===== src/ccsr_defs.vh =====
`ifndef CCSR_DEFS_VH
`define CCSR_DEFS_VH

// register offsets on the control port
`define CCSR_ADDR_TERM_ADJ 8'h10
`define CCSR_ADDR_CTRL_PRI 8'h14
`define CCSR_ADDR_CTRL_SEC 8'h16
`define CCSR_ADDR_FLAGS 8'h35

// primary control fields
`define CCSR_PRI_EN_BIT 0
`define CCSR_PRI_CC_HI 4
`define CCSR_PRI_CC_LO 1
`define CCSR_PRI_PRE_HI 6
`define CCSR_PRI_PRE_LO 5
`define CCSR_PRI_OVPEN_BIT 7

// termination adjust field
`define CCSR_ADJ_HI 3
`define CCSR_ADJ_LO 2

// secondary control fields
`define CCSR_SEC_RESDIS_BIT 3
`define CCSR_SEC_HITERM_BIT 4
`define CCSR_SEC_OVPHI_BIT 6
`define CCSR_SEC_OVP_BIT 7

// status flag positions
`define CCSR_ST_ADAPTER_BIT 0
`define CCSR_ST_ACTIVE_BIT 1
`define CCSR_ST_TRICKLE_BIT 3
`define CCSR_ST_TOPOFF_BIT 4
`define CCSR_ST_EOC_BIT 5
`define CCSR_ST_BATTERY_ABSENT_FLAG_BIT 6

// reset values
`define CCSR_RST_EN 1'h1
`define CCSR_RST_OVPEN 1'h1
`define CCSR_RST_ADJ 2'h0
`define CCSR_RST_RESDIS 1'h0
`define CCSR_RST_HITERM 1'h1
`define CCSR_RST_OVPHI 1'h1
`define CCSR_ZERO8 8'h00

// timing: times in their own unit, clock in kHz
`define CCSR_CLK_KHZ 25000
`define CCSR_DEAD_TIME_MS 100
`define CCSR_BATTERY_ABSENT_FLAG_TIME_MS 2000
`define CCSR_BATTERY_ABSENT_FLAG_REPEATS 2'h2
`define CCSR_TMR_W 26

// analog input vector positions
`define CCSR_IN_W 7
`define CCSR_IN_ADAPTER 0
`define CCSR_IN_UVLO 1
`define CCSR_IN_TERMV 2
`define CCSR_IN_ILOW 3
`define CCSR_IN_OVP 4
`define CCSR_IN_VDROP 5
`define CCSR_IN_BATOK 6

`endif


===== src/ccsr_top.v =====
// Operation
// control bit 0 enables charging, resets 1
// bits 4:1 pick constant current, OTP default
// bits 6:5 pick trickle current, OTP default
// control bit 7 enables overvoltage protection
// end-of-charge adjust bits 3:2, reset 00
// secondary bit 3 disables resume, reset 0
// secondary bit 4 selects 4.2 V termination
// secondary bit 6 selects high overvoltage threshold
// secondary bit 7 reads live overvoltage condition
// status bit 0 shows adapter detected
// status bit 1 shows charger operating
// status bit 3 shows trickle mode
// status bit 4 shows top-off mode
// status bit 5 end of charge, cleared by disable
// status bit 6 no battery, auto cleared
// overvoltage with protection clears enable, signals
// top-off current at threshold ends charge cycle
// resume restarts constant current after 100 ms
// two quick drops after end set no-battery
// unused bits read zero, ignore writes
`timescale 1ns/1ps
`include "ccsr_defs.vh"
module ccsr_top #(
  parameter [`CCSR_TMR_W-1:0] DEAD_CYCLES = `CCSR_DEAD_TIME_MS * `CCSR_CLK_KHZ,
  parameter [`CCSR_TMR_W-1:0] BATTERY_ABSENT_FLAG_CYCLES = `CCSR_BATTERY_ABSENT_FLAG_TIME_MS * `CCSR_CLK_KHZ
) (
  input wire clk,
  input wire rst,
  input wire [7:0] reg_addr,
  input wire [7:0] reg_wdata,
  input wire reg_wr,
  input wire reg_rd,
  output reg [7:0] reg_rdata,
  input wire [3:0] otp_cc_current_sel,
  input wire [1:0] otp_precharge_current_sel,
  input wire adapter_detect_in,
  input wire vbat_below_uvlo_in,
  input wire vbat_at_term_in,
  input wire current_at_term_in,
  input wire overvoltage_in,
  input wire vbat_resume_low_in,
  input wire battery_ok_in,
  output reg charger_on,
  output reg [3:0] cc_current_sel,
  output reg [1:0] precharge_current_sel,
  output reg [1:0] termination_current_adj,
  output reg ovp_enable,
  output reg high_term_voltage_sel,
  output reg ovp_high_threshold_sel,
  output reg ovp_event
);
  ////////////////////////////////////////////////////////////////
  // charge sequencer states
  localparam [2:0] ST_IDLE = 3'h0;
  localparam [2:0] ST_TRICKLE = 3'h1;
  localparam [2:0] ST_CC = 3'h2;
  localparam [2:0] ST_CV = 3'h3;
  localparam [2:0] ST_EOC = 3'h4;
  localparam [2:0] ST_DEAD = 3'h5;

  reg charge_enable; // software enable, cleared by protection
  reg resume_disable; // 1 holds the charger in end of charge
  reg otp_pending; // defaults still to be fetched after reset
  reg [2:0] state; // sequencer state
  reg [2:0] next_state; // sequencer next state
  reg eoc_flag; // sticky end-of-charge flag
  reg [`CCSR_TMR_W-1:0] dead_count; // resume dead time counter
  reg drop_seen; // previous sampled drop level
  wire [`CCSR_IN_W-1:0] raw_in; // comparator levels from the analog side
  wire [`CCSR_IN_W-1:0] syn_in; // the same after two flops
  wire adapter_present_flag; // adapter detected
  wire ovp_flag; // overvoltage right now
  wire vbat_drop; // rising edge of resume-low comparator
  wire battery_absent_flag; // from the no-battery timer
  wire charging_active_flag; // charger operating
  wire trickle_flag; // trickle charge running
  wire topoff_mode_flag; // constant-voltage top-off
  wire wr_pri; // write to primary control
  wire ovp_trip; // protection trips this cycle

  ////////////////////////////////////////////////////////////////
  // comparator inputs come from the analog domain
  assign raw_in = {battery_ok_in, vbat_resume_low_in, overvoltage_in,
                   current_at_term_in, vbat_at_term_in, vbat_below_uvlo_in,
                   adapter_detect_in};

  ccsr_sync #(
    .W(`CCSR_IN_W)
  ) u_sync (
    .clk(clk),
    .rst(rst),
    .async_in(raw_in),
    .sync_out(syn_in)
  );

  assign adapter_present_flag = syn_in[`CCSR_IN_ADAPTER];
  assign ovp_flag = syn_in[`CCSR_IN_OVP];
  assign vbat_drop = syn_in[`CCSR_IN_VDROP] & ~drop_seen;

  // edge memory for the drop comparator
  always @(posedge clk) begin
    if (rst) begin
      drop_seen <= 1'b0;
    end else begin
      drop_seen <= syn_in[`CCSR_IN_VDROP];
    end
  end

  ////////////////////////////////////////////////////////////////
  // protection: only an enabled charger can be shut down
  assign ovp_trip = ovp_flag & ovp_enable & charge_enable;
  assign wr_pri = reg_wr && (reg_addr == `CCSR_ADDR_CTRL_PRI);

  // primary control register; the protection clear beats a
  // software write in the same cycle so a trip is never undone
  always @(posedge clk) begin
    if (rst) begin
      charge_enable <= `CCSR_RST_EN;
      ovp_enable <= `CCSR_RST_OVPEN;
      otp_pending <= 1'b1;
      cc_current_sel <= 4'h0;
      precharge_current_sel <= 2'h0;
      ovp_event <= 1'b0;
    end else begin
      otp_pending <= 1'b0;
      ovp_event <= ovp_trip;
      if (otp_pending) begin
        // defaults are caught the cycle after reset release
        cc_current_sel <= otp_cc_current_sel;
        precharge_current_sel <= otp_precharge_current_sel;
      end else if (wr_pri) begin
        cc_current_sel <= reg_wdata[`CCSR_PRI_CC_HI:`CCSR_PRI_CC_LO];
        precharge_current_sel <= reg_wdata[`CCSR_PRI_PRE_HI:`CCSR_PRI_PRE_LO];
      end
      if (wr_pri) begin
        ovp_enable <= reg_wdata[`CCSR_PRI_OVPEN_BIT];
      end
      if (ovp_trip) begin
        charge_enable <= 1'b0;
      end else if (wr_pri) begin
        charge_enable <= reg_wdata[`CCSR_PRI_EN_BIT];
      end
    end
  end

  ////////////////////////////////////////////////////////////////
  // termination adjust and secondary control registers
  always @(posedge clk) begin
    if (rst) begin
      termination_current_adj <= `CCSR_RST_ADJ;
      resume_disable <= `CCSR_RST_RESDIS;
      high_term_voltage_sel <= `CCSR_RST_HITERM;
      ovp_high_threshold_sel <= `CCSR_RST_OVPHI;
    end else begin
      if (reg_wr && (reg_addr == `CCSR_ADDR_TERM_ADJ)) begin
        // code 10 is stored as written; software must avoid it
        termination_current_adj <= reg_wdata[`CCSR_ADJ_HI:`CCSR_ADJ_LO];
      end
      if (reg_wr && (reg_addr == `CCSR_ADDR_CTRL_SEC)) begin
        resume_disable <= reg_wdata[`CCSR_SEC_RESDIS_BIT];
        high_term_voltage_sel <= reg_wdata[`CCSR_SEC_HITERM_BIT];
        ovp_high_threshold_sel <= reg_wdata[`CCSR_SEC_OVPHI_BIT];
      end
    end
  end

  ////////////////////////////////////////////////////////////////
  // charge sequencer next state
  always @* begin
    next_state = state;
    if (!charge_enable || !adapter_present_flag) begin
      // losing the adapter or the enable aborts any phase
      next_state = ST_IDLE;
    end else begin
      case (state)
        ST_IDLE: begin
          if (syn_in[`CCSR_IN_UVLO]) begin
            next_state = ST_TRICKLE;
          end else begin
            next_state = ST_CC;
          end
        end
        ST_TRICKLE: begin
          // deeply discharged cell stays at trickle until uvlo clears
          if (!syn_in[`CCSR_IN_UVLO]) begin
            next_state = ST_CC;
          end
        end
        ST_CC: begin
          if (syn_in[`CCSR_IN_TERMV]) begin
            next_state = ST_CV;
          end
        end
        ST_CV: begin
          if (syn_in[`CCSR_IN_ILOW]) begin
            next_state = ST_EOC;
          end
        end
        ST_EOC: begin
          if (vbat_drop && !resume_disable) begin
            next_state = ST_DEAD;
          end
        end
        ST_DEAD: begin
          // the pause keeps an empty socket from oscillating fast
          if (dead_count >= DEAD_CYCLES - {{(`CCSR_TMR_W-1){1'b0}}, 1'b1}) begin
            next_state = ST_CC;
          end
        end
        default: begin
          next_state = ST_IDLE;
        end
      endcase
    end
  end

  // sequencer state, dead timer and end-of-charge flag
  always @(posedge clk) begin
    if (rst) begin
      state <= ST_IDLE;
      dead_count <= {`CCSR_TMR_W{1'b0}};
      eoc_flag <= 1'b0;
      charger_on <= 1'b0;
    end else begin
      state <= next_state;
      charger_on <= (next_state == ST_TRICKLE) || (next_state == ST_CC) ||
                    (next_state == ST_CV);
      if (state == ST_DEAD) begin
        dead_count <= dead_count + {{(`CCSR_TMR_W-1){1'b0}}, 1'b1};
      end else begin
        dead_count <= {`CCSR_TMR_W{1'b0}};
      end
      if (!charge_enable) begin
        eoc_flag <= 1'b0;
      end else if (state == ST_CV && next_state == ST_EOC) begin
        eoc_flag <= 1'b1;
      end else if (next_state == ST_CC || next_state == ST_TRICKLE) begin
        // a fresh cycle, resumed or restarted, is no longer terminated
        eoc_flag <= 1'b0;
      end
    end
  end

  ////////////////////////////////////////////////////////////////
  // status decode straight from the sequencer
  assign charging_active_flag = (state == ST_TRICKLE) || (state == ST_CC) ||
                                (state == ST_CV);
  assign trickle_flag = (state == ST_TRICKLE);
  assign topoff_mode_flag = (state == ST_CV);

  ccsr_battery_absent_flag #(
    .BATTERY_ABSENT_FLAG_CYCLES(BATTERY_ABSENT_FLAG_CYCLES)
  ) u_battery_absent_flag (
    .clk(clk),
    .rst(rst),
    .eoc_start(state == ST_CV && next_state == ST_EOC),
    .vbat_drop(vbat_drop),
    .charge_enable(charge_enable),
    .battery_absent_flag(battery_absent_flag)
  );

  ////////////////////////////////////////////////////////////////
  // read port: data in the cycle after the strobe; unused and
  // unmapped bits read zero
  always @(posedge clk) begin
    if (rst) begin
      reg_rdata <= `CCSR_ZERO8;
    end else if (reg_rd) begin
      reg_rdata <= `CCSR_ZERO8;
      case (reg_addr)
        `CCSR_ADDR_TERM_ADJ: begin
          reg_rdata[`CCSR_ADJ_HI:`CCSR_ADJ_LO] <= termination_current_adj;
        end
        `CCSR_ADDR_CTRL_PRI: begin
          reg_rdata[`CCSR_PRI_EN_BIT] <= charge_enable;
          reg_rdata[`CCSR_PRI_CC_HI:`CCSR_PRI_CC_LO] <= cc_current_sel;
          reg_rdata[`CCSR_PRI_PRE_HI:`CCSR_PRI_PRE_LO] <= precharge_current_sel;
          reg_rdata[`CCSR_PRI_OVPEN_BIT] <= ovp_enable;
        end
        `CCSR_ADDR_CTRL_SEC: begin
          reg_rdata[`CCSR_SEC_RESDIS_BIT] <= resume_disable;
          reg_rdata[`CCSR_SEC_HITERM_BIT] <= high_term_voltage_sel;
          reg_rdata[`CCSR_SEC_OVPHI_BIT] <= ovp_high_threshold_sel;
          reg_rdata[`CCSR_SEC_OVP_BIT] <= ovp_flag;
        end
        `CCSR_ADDR_FLAGS: begin
          reg_rdata[`CCSR_ST_ADAPTER_BIT] <= adapter_present_flag;
          reg_rdata[`CCSR_ST_ACTIVE_BIT] <= charging_active_flag;
          reg_rdata[`CCSR_ST_TRICKLE_BIT] <= trickle_flag;
          reg_rdata[`CCSR_ST_TOPOFF_BIT] <= topoff_mode_flag;
          reg_rdata[`CCSR_ST_EOC_BIT] <= eoc_flag;
          reg_rdata[`CCSR_ST_BATTERY_ABSENT_FLAG_BIT] <= battery_absent_flag;
        end
        default: begin
          reg_rdata <= `CCSR_ZERO8;
        end
      endcase
    end
  end
endmodule // ccsr_top


===== src/ccsr_sync.v =====
`timescale 1ns/1ps
// two-stage synchroniser for a bundle of asynchronous comparator levels
module ccsr_sync #(
  parameter W = 7
) (
  input wire clk,
  input wire rst,
  input wire [W-1:0] async_in,
  output wire [W-1:0] sync_out
);
  ////////////////////////////////////////////////////////////////
  genvar i;
  generate
    for (i = 0; i < W; i = i + 1) begin : g_bit
      reg meta; // first stage, read only by the second
      reg stable; // second stage, safe for logic
      // each bit crosses on its own; bits may settle one cycle apart
      always @(posedge clk) begin
        if (rst) begin
          meta <= 1'b0;
          stable <= 1'b0;
        end else begin
          meta <= async_in[i];
          stable <= meta;
        end
      end
      assign sync_out[i] = stable;
    end
  endgenerate
endmodule // ccsr_sync


===== src/ccsr_battery_absent_flag.v =====
`timescale 1ns/1ps
`include "ccsr_defs.vh"
// no-battery detection: times each end-of-charge until the voltage drop
module ccsr_battery_absent_flag #(
  parameter [`CCSR_TMR_W-1:0] BATTERY_ABSENT_FLAG_CYCLES = `CCSR_BATTERY_ABSENT_FLAG_TIME_MS * `CCSR_CLK_KHZ
) (
  input wire clk,
  input wire rst,
  input wire eoc_start,
  input wire vbat_drop,
  input wire charge_enable,
  output reg battery_absent_flag
);
  ////////////////////////////////////////////////////////////////
  reg running; // timer armed since end of charge
  reg [`CCSR_TMR_W-1:0] elapsed; // cycles since end of charge
  reg [1:0] short_runs; // consecutive drops inside the window
  wire expired = (elapsed >= BATTERY_ABSENT_FLAG_CYCLES);

  // timer, run counter and flag; disable wins over everything
  always @(posedge clk) begin
    if (rst || !charge_enable) begin
      running <= 1'b0;
      elapsed <= {`CCSR_TMR_W{1'b0}};
      short_runs <= 2'h0;
      battery_absent_flag <= 1'b0;
    end else if (eoc_start) begin
      running <= 1'b1;
      elapsed <= {`CCSR_TMR_W{1'b0}};
    end else if (running) begin
      if (vbat_drop && !expired) begin
        // quick collapse: counts toward a missing battery
        running <= 1'b0;
        if (short_runs == `CCSR_BATTERY_ABSENT_FLAG_REPEATS - 2'h1) begin
          battery_absent_flag <= 1'b1;
          short_runs <= `CCSR_BATTERY_ABSENT_FLAG_REPEATS;
        end else if (short_runs != `CCSR_BATTERY_ABSENT_FLAG_REPEATS) begin
          short_runs <= short_runs + 2'h1;
        end
      end else if (expired) begin
        // voltage held past the window: a battery is present
        running <= 1'b0;
        short_runs <= 2'h0;
        battery_absent_flag <= 1'b0;
      end else begin
        elapsed <= elapsed + {{(`CCSR_TMR_W-1){1'b0}}, 1'b1};
      end
    end
  end
endmodule // ccsr_battery_absent_flag


===== config.mk =====
export PLATFORM = sky130hd
export DESIGN_NAME = ccsr_top
export DESIGN_NICKNAME = d
export VERILOG_FILES = /design/src/ccsr_top.v /design/src/ccsr_sync.v /design/src/ccsr_battery_absent_flag.v
export VERILOG_INCLUDE_DIRS = /design/src
export SDC_FILE = /design/constraint.sdc
export NUM_CORES = 1
export LEC_CHECK = 0
export ABC_CLOCK_PERIOD_IN_PS = 2800
export BUFFER_PORTS_ARGS = -buffer_cell sky130_fd_sc_hd__buf_2
export CORE_MARGIN = 8
export CORE_UTILIZATION = 63
export DETAILED_ROUTE_END_ITERATION = 10
export HOLD_SLACK_MARGIN = 0.02
export PLACE_DENSITY_LB_ADDON = 0.05
export RECOVER_POWER = 25
export SETUP_SLACK_MARGIN = 0.1
export SLEW_MARGIN = 20
export SYNTH_ARGS = -nofsm -noshare
export SYNTH_HDL_FRONTEND = slang
export SYNTH_SLANG_ARGS = --single-unit

===== constraint.sdc =====
create_clock -name clk -period 2.8 [get_ports clk]
set_input_delay 0.14 -clock clk [delete_from_list [all_inputs] [get_ports clk]]
set_output_delay 0.14 -clock clk [all_outputs]
set_load 0.005 [all_outputs]

== After elaboration in Yosys (flattened, before gate mapping) ==
Index checks and enable logic that the tools add are counted.

* Multiply operators: 0
* $add $sub $neg: 3
* $lt $le $gt $ge: 2
* Shift operators: 0
* Mux-type cells: 35
* Equality and inequality tests: 17
* Bitwise logic cells: 9
* Div/mod/pow operators: 0
* Reduce and logical (&&, ||, !) cells: 27

{| class="wikitable"
|+ Operators with widths
! kind !! number
|-
| $add A26 B1 Y26 const B || 2
|-
| $ge A26 B22 Y1 const B || 1
|-
| $ge A26 B26 Y1 const B || 1
|-
| $eq A8 B5 Y1 const B || 3
|-
| $mux W3 || 6
|-
| $pmux W3 S6 || 1
|-
| $mux W2 || 7
|-
| $eq A3 B2 Y1 const B || 4
|-
| $mux W1 || 12
|-
| $eq A3 B3 Y1 const B || 3
|-
| $eq A8 B6 Y1 const B || 1
|-
| $mux W4 || 2
|-
| $reduce_and A4 Y1 || 2
|-
| $reduce_bool A2 Y1 || 4
|-
| $eq A3 B1 Y1 const B || 2
|-
| $logic_and A1 B1 Y1 || 6
|-
| $logic_or A1 B1 Y1 || 6
|-
| $not A1 Y1 || 6
|-
| $pmux W1 S2 || 3
|-
| $pmux W1 S3 || 2
|-
| $reduce_or A2 Y1 || 3
|-
| $logic_not A1 Y1 || 4
|-
| $ne A2 B2 Y1 const B || 2
|-
| $pmux W1 S4 || 1
|-
| 7 further kinds || 9
|}

* Output and inout port bits: 21
* Memories kept: 0
* Word-level logic and storage cells: 125
* Latch bits: 0
* ROM bits: 0
* Input port bits: 33
* Flip-flop bits (word level): 97
* Memory bits (writable): 0

== Depth between registers and ports, before layout ==
Gate-level depths: netlist (run 1).

* Word-level depth: 10
* Depth in mapped cells: 8
* Depth with buffers taken out: 6

== Modules after synthesis ==
From an unflattened synthesis (run 1), not the netlist that was laid out.

* Cells, all modules: 516
* Area, all modules: 4,633.2 um^2

{| class="wikitable"
|+ Modules (own cells, without submodules)
! module !! instances !! sequential area each (um^2) !! area an instance (um^2) !! cells an instance
|-
| ccsr_top || 1 || 1,101.1 || 2,622.5 || 297
|-
| ccsr_battery_absent_flag || 1 || 600.6 || 1,550.2 || 183
|-
| ccsr_sync || 1 || 280.3 || 460.4 || 36
|}

== Worst setup path after synthesis (run 1) ==
No wires, ideal clock.

* Path kind: reg-to-reg
* Start point: reg u_battery_absent_flag.elapsed[14]
* End point: reg u_battery_absent_flag.elapsed[22]
* Data required time: 2.728 ns
* Slack: 0.879 ns
* Stages on the path, launching flop included: 8
* Buffers on the path: 2
* Period minus slack after synthesis: 1.921 ns
* Data arrival time: 1.849 ns
* Library setup time: 0.072 ns
* Cells stage by stage: dfxtp_1 -> and3_4 -> a211o_1 -> a31o_1 -> buf_2 -> buf_2 -> nor4_1 -> mux2i_1

* Word-level cells in the longest chain between the ends: 5
* Elaborated cells on any way between the ends: 7
* Those cells by class: add/sub: 1; order compare: 1; bitwise: 2; reduce/logical: 3

{| class="wikitable"
|+ Ends and longest elaborated chain
! what !! line !! text
|-
| start: declaration || ccsr_battery_absent_flag.v:16 || <nowiki>reg [`CCSR_TMR_W-1:0] elapsed;</nowiki>
|-
| start signal: assignment || ccsr_battery_absent_flag.v:24 || <nowiki>elapsed <= {`CCSR_TMR_W{1'b0}};</nowiki>
|-
| start signal: assignment || ccsr_battery_absent_flag.v:29 || <nowiki>elapsed <= {`CCSR_TMR_W{1'b0}};</nowiki>
|-
| start signal: assignment || ccsr_battery_absent_flag.v:46 || <nowiki>elapsed <= elapsed + {{(`CCSR_TMR_W-1){1'b0}}, 1'b1};</nowiki>
|-
| $ge A26 B26 Y1 || ccsr_battery_absent_flag.v:18 || <nowiki>wire expired = (elapsed >= BATTERY_ABSENT_FLAG_CYCLES);</nowiki>
|-
| $logic_not A1 Y1 || ccsr_battery_absent_flag.v:31 || <nowiki>if (vbat_drop && !expired) begin</nowiki>
|-
| $logic_and A1 B1 Y1 || ccsr_battery_absent_flag.v:31 ||
|-
| $not A1 Y1 (no source line) || n/a ||
|-
| $reduce_and A3 Y1 (no source line) || n/a ||
|}

Parallel ways exist; a longest one is shown, timed or not.
A chain may end at the register's enable or synchronous reset.

== Worst setup path in the final report (run 1) ==
* Start point: reg u_battery_absent_flag.elapsed[14]
* End point: reg u_battery_absent_flag.elapsed[6]

* Word-level cells in the longest chain between the ends: 5
* Elaborated cells on any way between the ends: 6
* Those cells by class: order compare: 1; bitwise: 2; reduce/logical: 3

{| class="wikitable"
|+ Ends and longest elaborated chain
! what !! line
|-
| $ge A26 B26 Y1 * || ccsr_battery_absent_flag.v:18
|-
| $logic_not A1 Y1 || ccsr_battery_absent_flag.v:31
|-
| $logic_and A1 B1 Y1 || ccsr_battery_absent_flag.v:31
|-
| $not A1 Y1 (no source line) || n/a
|-
| $reduce_and A3 Y1 (no source line) * || n/a
|}

Every way passes the cells marked *; elsewhere a longest branch is shown, timed or not.

==> reports/results.txt, run 1 <==
The run finished with clean final reports. The number of placed instances, taps included, is 681. The worst-case IR drop observed on VDD is 0.296 mV.

In this run the mean area of a mapped cell was 8.40 um^2. In the layout the commonest cells are 97 x dfxtp_1, 58 x nor2_1, 41 x nand2_1. Setup violations remaining at the end of the flow were counted as 0. The met1 routing resource usage after global routing was 25.5%.

The tools report the maximum clock skew at final layout as 0.0150 ns. The run gives 35.3% as the met2 track demand over resource in global routing. Number of post-CTS setup repair buffers: 0. The clock edge transition at the registers on the reported setup and hold paths was 0.10 ns. Critical path startpoint category: a register. The logs give 17.7 mm for the first-pass GRT wire length and 0.596 ns for the worst-case setup slack after placement. After layout, the worst setup slack is 0.560 ns. The insertion delay to the later sink of the worst-skew pair was 0.36 ns; the net count after synthesis was 588.

The tightest min-delay check is of the in2reg type. The static leakage was 0.00182 uW. The final-report max-slew violation count is 0. Global routing used 20.8% of the available tracks across all layers. Max-cap violations in this run came to 0. Synthesis handed over a netlist of 550 instances. The tools report the part of the total power dissipated in combinational logic as 5.3%. Sequential elements use 42.0% of the synthesized area.

For this design the top-level I/O count stands at 54. The maximum operating frequency is 446 MHz, and the share of post-route cells with drive strength above 1 is 12.9%. The worst reg-to-reg setup slack is 0.56 ns, and the post-layout net count is 639.

The post-route fraction of the period consumed by the critical path came out at 80.0%. The flop and latch count out of synthesis is 97. TritonCTS built the clock tree. Of the total power, the share spent switching nets is 23.6%. The number of global-route vias before repair was 4010; the starting utilization of the core area was 64.4%. The area growth from synthesis to layout is 12.6%. Once detail routing completed, the nets flagged for antenna violations numbered 0. In this run the core area contains 31 standard-cell rows.

In this run the most used layer during global routing was met2. The die covers 0.0103 mm^2. The actual slew at the worst max-slew pin was 0.976 ns; the number of fill cells in the layout was 593.

The H-tree depth reported by CTS is 3. The sort of element at the end of the critical path is a register. The analysis attributes to net switching a power of 580 uW. The count of cells along the worst register-to-register path was 6; the power density over cell area was 473 mW/mm^2. The tools report the final-report hold violation count as 0. The critical path is of the reg2reg type.

The sequential share of power is 57.6%, and the wire length reported by the detailed router is 10.4 mm. Count of input and output buffers: 52. The most common cell after layout, fill and taps aside is dfxtp_1.

The run gives 7.40 mm as the placed wire-length estimate after detailed placement. The height of the die is 102 um. For this run, the leading register cell type out of synthesis is dfxtp_1. For this block, the initial DRC count from the detailed router was 197.

Summing over every cut layer, the via total after detailed routing is 4152. The number of cells traversed by the worst hold path works out to 2. The clock network burns 37.1% of the power.

The remaining design rule violation count is 0, and the first-pass detailed-route iteration total is 5. The fraction of synthesis flops using an asynchronous set or reset pin is 0%. The tools report the number of antenna repair diodes as 0. The post-detailed-route wirelength per cell is 14.8 um. The logs give 3.10 ns for the worst path required time and 705 for the number of non-filler instances in the completed layout.

The number of enable flip-flop cells after synthesis was 0. For the fraction of met3 tracks used by global routing, the log shows 3.64%. Setup repair after global routing left no endpoint under its margin.

Headroom to the max-slew limit came out at 34.9%. In this run the deepest clock path goes through 2 buffers. Internal power comes to 1880 uW.

The cell at the root of the clock tree was clkbuf_8. Counting the buffers created by CTS gives 9. After global routing the overflow that remains totals 0. After routing, the total negative slack on setup checks comes to 0 ns.

After floorplanning, the core was sized to cover 0.00718 mm^2. The Yosys step of the flow raised 0 warnings. Measured along the x axis, the die boundary spans 102 um. At the end of routability-driven placement, the weighted congestion stood at 0.831. The mapped netlist covers 0.00462 mm^2. Entering global routing, the biggest net connects 30 pins.

The tools report the number of antenna violations at the first check in global routing as 0. The unique cell type count in the Yosys netlist was 60. The total number of clock tree sinks is 97. In the routed layout, each cell is associated on average with a via count of 5.89.

Of all nets on the critical path, the largest fanout is 29. The routed design could run at a clock period as short as 2.24 ns. The data arrival at the endpoint of the critical path was 2.54 ns.
-- worst paths after layout --
check / startpoint / endpoint
setup / recovery: u_battery_absent_flag.elapsed[14]$_SDFFE_PP0P_ / u_battery_absent_flag.elapsed[6]$_SDFFE_PP0P_
hold / removal: overvoltage_in / u_sync.g_bit[4].meta$_SDFF_PP0_
setup reg to reg: u_battery_absent_flag.elapsed[14]$_SDFFE_PP0P_ / u_battery_absent_flag.elapsed[6]$_SDFFE_PP0P_
hold reg to reg: u_sync.g_bit[4].meta$_SDFF_PP0_ / u_sync.g_bit[4].stable$_SDFF_PP0_
-- power groups by stage --
stage | Combinational [uW] | Sequential, uW | Clock (uW)
2_1_floorplan | 73.1 | 1440 | 0
3_3_place_gp | 119 | 1450 | 0
3_5_place_dp | 123 | 1450 | 0
4_1_cts | 132 | 1420 | 936
5_1_grt | 145 | 1420 | 989
6_report | 130 | 1420 | 913
-- cell usage after synthesis, types with 3 or more instances --
| cell | count | share of area [%] |
|---|---|---|
| or3_1 | 6 | 0.81 |
| a21oi_1 | 29 | 3.1 |
| xnor2_1 | 6 | 1.1 |
| and2_1 | 7 | 0.95 |
| mux2i_1 | 8 | 1.7 |
| nand2_1 | 41 | 3.3 |
| o31ai_1 | 11 | 1.8 |
| nor4_1 | 12 | 1.6 |
| a2111oi_0 | 7 | 1.3 |
| a311oi_1 | 4 | 0.76 |
| xor2_1 | 18 | 3.4 |
| nand3_1 | 28 | 3.0 |
| nor2b_1 | 17 | 2.3 |
| nand3b_1 | 3 | 0.49 |
| a211o_1 | 3 | 0.57 |
| or2_2 | 8 | 1.1 |
| dfxtp_1 | 97 | 42 |
| nand4_1 | 15 | 2.0 |
| a211oi_1 | 3 | 0.49 |
| nor4b_1 | 3 | 0.57 |
| nand2b_1 | 7 | 0.95 |
| inv_1 | 21 | 1.7 |
| nor3_1 | 25 | 2.7 |
| nor2_1 | 58 | 4.7 |
| ha_1 | 5 | 1.4 |
| a221oi_1 | 5 | 0.95 |
| buf_2 | 7 | 0.76 |
| and4_1 | 5 | 0.95 |
| clkbuf_1 | 19 | 1.5 |
| or4_1 | 11 | 1.8 |
| and3_1 | 6 | 0.81 |
| o21ai_0 | 16 | 1.7 |
| nand4b_1 | 4 | 0.76 |
-- logic make-up (layout without fill, tap and decap cells) --
family          count (synthesis)  in the layout  synth area share [%]
xor+xnor                       24             24                  4.55
flops                          97             97                  42.0
compound gates                 97             97                  14.1
buf+inv                        50            106                  4.50
fa+ha+maj                       5              5                  1.35
simple gates                  268            268                  31.5
mux                             9              9                  1.98
-- critical path, cell delays in order (launching register included) --
cell     delay (ns)
dfxtp_1        0.35
and3_4         0.19
a211o_1        0.34
a31o_1         0.33
buf_4          0.27
or4_1          0.52
a21oi_1        0.16
-- layer usage --
metal	vias to the layer above	routed length, um
met5	-	0
met4	0	132
met3	13	599
met2	107	5060
met1	1935	4620
li1	2097	-
-- cell type report --
type                    count  area, um^2  share of cell area (%)
clock inverters             7        76.3                    1.47
clock buffers               9         124                    2.38
repair buffers             69         387                    7.44
inverters                  21        78.8                    1.52
well taps                  99         124                    2.38
flip-flops and latches     97        1940                    37.3
multi-input cells         403        2470                    47.5
-- sequential cells by signal, indices dropped and copies added, names as in the netlist, 2 cells and up --
register and count:
state 3, termination_current_adj 2, u_sync.g_bit.meta 6, cc_current_sel 4, u_sync.g_bit.stable 6, dead_count 26
u_battery_absent_flag.short_runs 2, u_battery_absent_flag.elapsed 26, reg_rdata 8, precharge_current_sel 2
-- repair_timing --
action	CTS	global route
hold buffers	8	0
resized for setup	0	0
endpoints found under the hold margin	8	0
-- through the flow --
step                      utilization, %  area [um^2]  hold WS [ns]  total power (uW)
after detailed placement            68.9         4940         0.358              1570
after CTS                           72.8         5220        0.0259              2490
final                               72.5         5200        0.0383              2460
after global placement              68.9         4940         0.347              1570
after floorplan                        -         4620         0.168              1520
after global routing                72.5         5200        0.0372              2560
(Power assumes the default switching activity.)
==> run 2, diff against run 1 <==
- ABC_AREA: default -> 1
- ABC_CLOCK_PERIOD_IN_PS: 2800 -> 2000
- CORE_UTILIZATION: 63 -> 53
- clock period: 2.8 -> 2 ns (I/O delays scaled with it)
==> run 2 against run 1 <==
Power rose by 51%. Worst setup slack got worse by 0.38 ns. Critical endpoint is now u_battery_absent_flag.elapsed[8]$_SDFFE_PP0P_. Core utilization fell by 7.6 points. Via count rose by 13%. Cell area rose by 13%. Sequential share of layout area fell by 4.2 points. Global-route usage fell by 2.5 points. Synthesized cell count rose by 26%. Flip-flop and latch count did not move. Synthesized area rose by 5.5%. Critical path depth rose by 4. Largest cell class unchanged. Sequential power rose by 39%.
==> reports/results.txt, run 2 <==
The peak supply drop came out at 0.428 mV (+45%). The number of buffer and inverter stages on the critical path works out to 2 (+1). Counting instances in the post-synthesis netlist gives the leading cell types as 164 x nand2_1, 97 x dfxtp_1, 96 x nor2_1.

The cell sitting at the root of the clock tree is a clkbuf_8. The tightest slew margin relative to the limit was 26.7% (-8.2 points); the remaining design rule violation count was 0 (unchanged). The share of synthesized area spent on multiplexers was 0% (-2.0 points). The fraction of the mapped netlist area in simple logic gates is 35.7% (+4.2 points), and the number of global-route vias before repair is 4376 (+9.1%). The number of cells traversed by the worst hold path was 3 (+1); the worst path required time was 2.25 ns (-0.85 ns). The actual slew at the worst max-slew pin is 1.10 ns (+0.123 ns). The maximum operating frequency came out at 549 MHz (+23%).

The run gives 53.7% (-11 points) as the starting utilization of the core area. The number of clock buffers inserted by TritonCTS was 9 (unchanged). TritonCTS built the clock tree. The area of the mapped netlist was 0.00487 mm^2 (+5.5%); the first-pass GRT wire length was 19.2 mm (+8.4%).

The run finished with clean final reports. The tools report the Yosys warning count as 0 (unchanged). The cell taking the most area after synthesis was dfxtp_1. The xor/xnor share of the synthesized area came out at 3.60% (-0.96 points). The tools report the first-pass detailed-route iteration total as 5 (unchanged). Relative to the synthesized area, the layout overhead comes to 20.8%.

The standard cell core area was 0.00906 mm^2 (+26%); the unique cell type count in the Yosys netlist was 43 (-28%). The run gives 4679 (+13%) as the total number of vias. The static leakage is 0.00229 uW (+26%), and the overall global routing resource usage is 18.2% (-2.5 points). The number of maximum-capacitance constraint violations is 0 (unchanged), and the number of antenna violations at the first check in global routing is 0 (unchanged).

Worst reg-to-reg setup slack: 0.18 ns (-0.38 ns). Register area share after synthesis: 39.9% (-2.2 points). The worst setup path is launched from a register. The dominant combinational cell family by area after synthesis was simple AND/OR/NAND/NOR gates. Number of top-level pins: 54 (unchanged). The tools report the number of antenna repair diodes as 0 (unchanged). The placed wire-length estimate after detailed placement came out at 8.23 mm (+11%). The fraction of synthesis flops using an asynchronous set or reset pin is 0% (unchanged), and the total negative slack for setup checks is 0 ns (unchanged).

The net count after synthesis is 733 (+25%), and the H-tree depth reported by CTS is 3 (unchanged). The area after detailed placement was 0.00528 mm^2 (+6.8%); the flop and latch count out of synthesis was 97 (unchanged). For this design, the slowest cell found on the critical path is dfxtp_1.

Leaving out fill and tap cells, the most frequent cells in the layout are 162 x nand2_1, 95 x nor2_1, 92 x dfxtp_1. In this run the critical register-to-register path is captured at u_battery_absent_flag.elapsed[8]$_SDFFE_PP0P_. The top cell type's share of synthesized area came out at 39.9% (-2.2 points). By instance count, the leading cell after synthesis is nand2_1. The post-synthesis share of cell area spent on full adders, half adders and majority gates is 1.28% (-0.070 points), and the final-report max-slew violation count is 0 (unchanged). The minimum clock period is 1.82 ns (-0.420 ns), and the final design instance area without fill is 0.00588 mm^2 (+13%).

The via-per-instance ratio was 5.21 (-12%); the count of input and output buffers was 52 (unchanged). The tools report the number of cell rows as 35 (+13%). For the global-route congestion overflow total, the log shows 0 (unchanged). The largest fanout of any net on the critical path is 16 (-45%). The die outline width is 112 um (+10%). Walking the worst path, the cells encountered are nand2_1, nor2_1, nand3_1, nand3_1, nand2_1, nand4_2, inv_6, buf_4, a21oi_1, nor3_4. The insertion delay to the later sink of the worst-skew pair was 0.36 ns (about the same); the data arrival at the endpoint of the critical path was 2.07 ns (-0.47 ns). The wire length reported by the detailed router came out at 11.6 mm (+11%). The pin count of the biggest net entering global routing is 25 (-17%).

The power density over cell area works out to 631 mW/mm^2 (+33%). The number of enable flip-flop cells after synthesis was 0 (unchanged); the total number of clock tree sinks was 97 (unchanged). Mean instance size in the synthesized netlist: 7.01 um^2 (-17%). The height of the die was 112 um (+10%).

The complex-gate fraction of the synthesized area is 10.9% (-3.2 points). Leaving out fill and tap cells, the most frequent cell in the layout is nand2_1. In the synthesized netlist the dominant register cell turns out to be dfxtp_1.

Post-synthesis cell count: 695 (+26%). The worst setup path is captured at a register. The count of cells along the worst register-to-register path works out to 10 (+4). Broken down by cell family, the worst path's largest delay share belongs to simple AND/OR/NAND/NOR gates. The setup path with the least slack is of type reg2reg.

The post-route fraction of the period consumed by the critical path came out at 91.0% (+11 points). The tools report the destination of the worst hold path as ovp_enable$_SDFFE_PP1P_. Clock edge transition at the registers on the reported setup and hold paths: 0.10 ns (about the same). Maximum clock skew at final layout: 0.0176 ns (+0.00267 ns). The final count of negative-setup-slack endpoints is 0 (unchanged). Placer congestion estimate: 0.893 (+7.4%). Origin of the critical flop-to-flop path: u_battery_absent_flag.elapsed[12]$_SDFFE_PP0P_. Post-detailed-route wirelength per cell: 12.9 um (-13%).

The share of post-route cells with drive strength above 1 is 17.9% (+5.0 points). The total die area is 0.0125 mm^2 (+21%). The logs give 0 (unchanged) for the final-report hold violation count and 821 (+28%) for the post-layout net count. The largest registers in the layout are dead_count (26), u_battery_absent_flag.elapsed (26), reg_rdata (8).

Number of DRC markers after the initial detailed-route iteration: 213 (+8.1%). In the post-synthesis netlist, the biggest area contributors are dfxtp_1 40%, nand2_1 13%, nor2_1 7.4%, inv_1 6.1%, nand3_1 4.7%. Setup repair after global routing could not meet its margin everywhere.

The remaining number of nets flagged by the antenna check after routing is 0 (unchanged), and the number of buffers on the longest clock path is 2 (unchanged). The largest stage delay on the critical path is 0.40 ns (-0.12 ns). Startpoint of the most critical hold path: reg_wr. The class of the worst hold path was in2reg.
==> run 2: tightest hold or removal path, cell delays in order <==
cell,delay (ns)
buf_2,0.13
nand3_1,0.08
nand3_1,0.07
==> run 2: what timing repair did <==
item / 4_1_cts / 5_1_grt
setup endpoints to repair: 28 / 38
buffers inserted: 0 / 2
pin swaps: 1 / 7
cloned: 1 / 2
hold buffers: 21 / 0
resized for setup: 4 / 26
hold endpoints to repair: 19 / 0
==> run 2: logic make-up after synthesis <==
group	after synthesis
AOI/OAI and AO/OA	89
xor gates and xnor gates	20
adders and majority gates	5
buffers and inverters	103
DFF	97
and+or+nand+nor	381
==> run 2: how the worst max path moves through the flow <==
stage                                                                to                                           start  cells after the start
after detailed placement  u_battery_absent_flag.elapsed[8]$_SDFFE_PP0P_                        dead_count[0]$_SDFF_PP0_                     13
after global routing      u_battery_absent_flag.elapsed[8]$_SDFFE_PP0P_  u_battery_absent_flag.elapsed[12]$_SDFFE_PP0P_                     10
final                     u_battery_absent_flag.elapsed[8]$_SDFFE_PP0P_  u_battery_absent_flag.elapsed[12]$_SDFFE_PP0P_                     10
after CTS                 u_battery_absent_flag.elapsed[8]$_SDFFE_PP0P_                        dead_count[0]$_SDFF_PP0_                     13
after global placement    u_battery_absent_flag.elapsed[6]$_SDFFE_PP0P_                        dead_count[0]$_SDFF_PP0_                     13
after floorplan                               dead_count[24]$_SDFF_PP0_                        dead_count[0]$_SDFF_PP0_                     11
==> run 2: report_power, final <==
part | switching, uW | internal, uW | total [uW]
clock network | 696 | 831 | 1530
registers | 19.3 | 1960 | 1980
logic | 116 | 90.3 | 207
==> run 2: through the flow <==
step	total power, uW	instances	hold WS (ns)	utilization (%)	setup slack (ns)
final	3710	898	0.0410	64.9	0.180
after CTS	3740	894	0.0313	63.6	0.113
after global routing	3840	898	0.0482	64.9	0.0397
after global placement	2180	857	0.300	58.2	0.0996
after floorplan	2110	695	0.128	-	0.336
after detailed placement	2190	857	0.306	58.2	0.00514
==> run 2: per-layer routing <==
| metal | track usage (%) | wire length, um |
|---|---|---|
| met4 | 5.74 | 174 |
| met3 | 4.60 | 531 |
| met5 | 0 | 0 |
| met2 | 31.5 | 5610 |
| met1 | 21.6 | 5290 |
==> run 2: area by class of cell <==
type	instances	area, um^2
multi-input cells	498	2650
inverters	90	345
flip-flops and latches	97	1950
clock buffers	9	124
clock inverters	6	115
fillers	834	3180
repair buffers	87	558
well taps	111	139
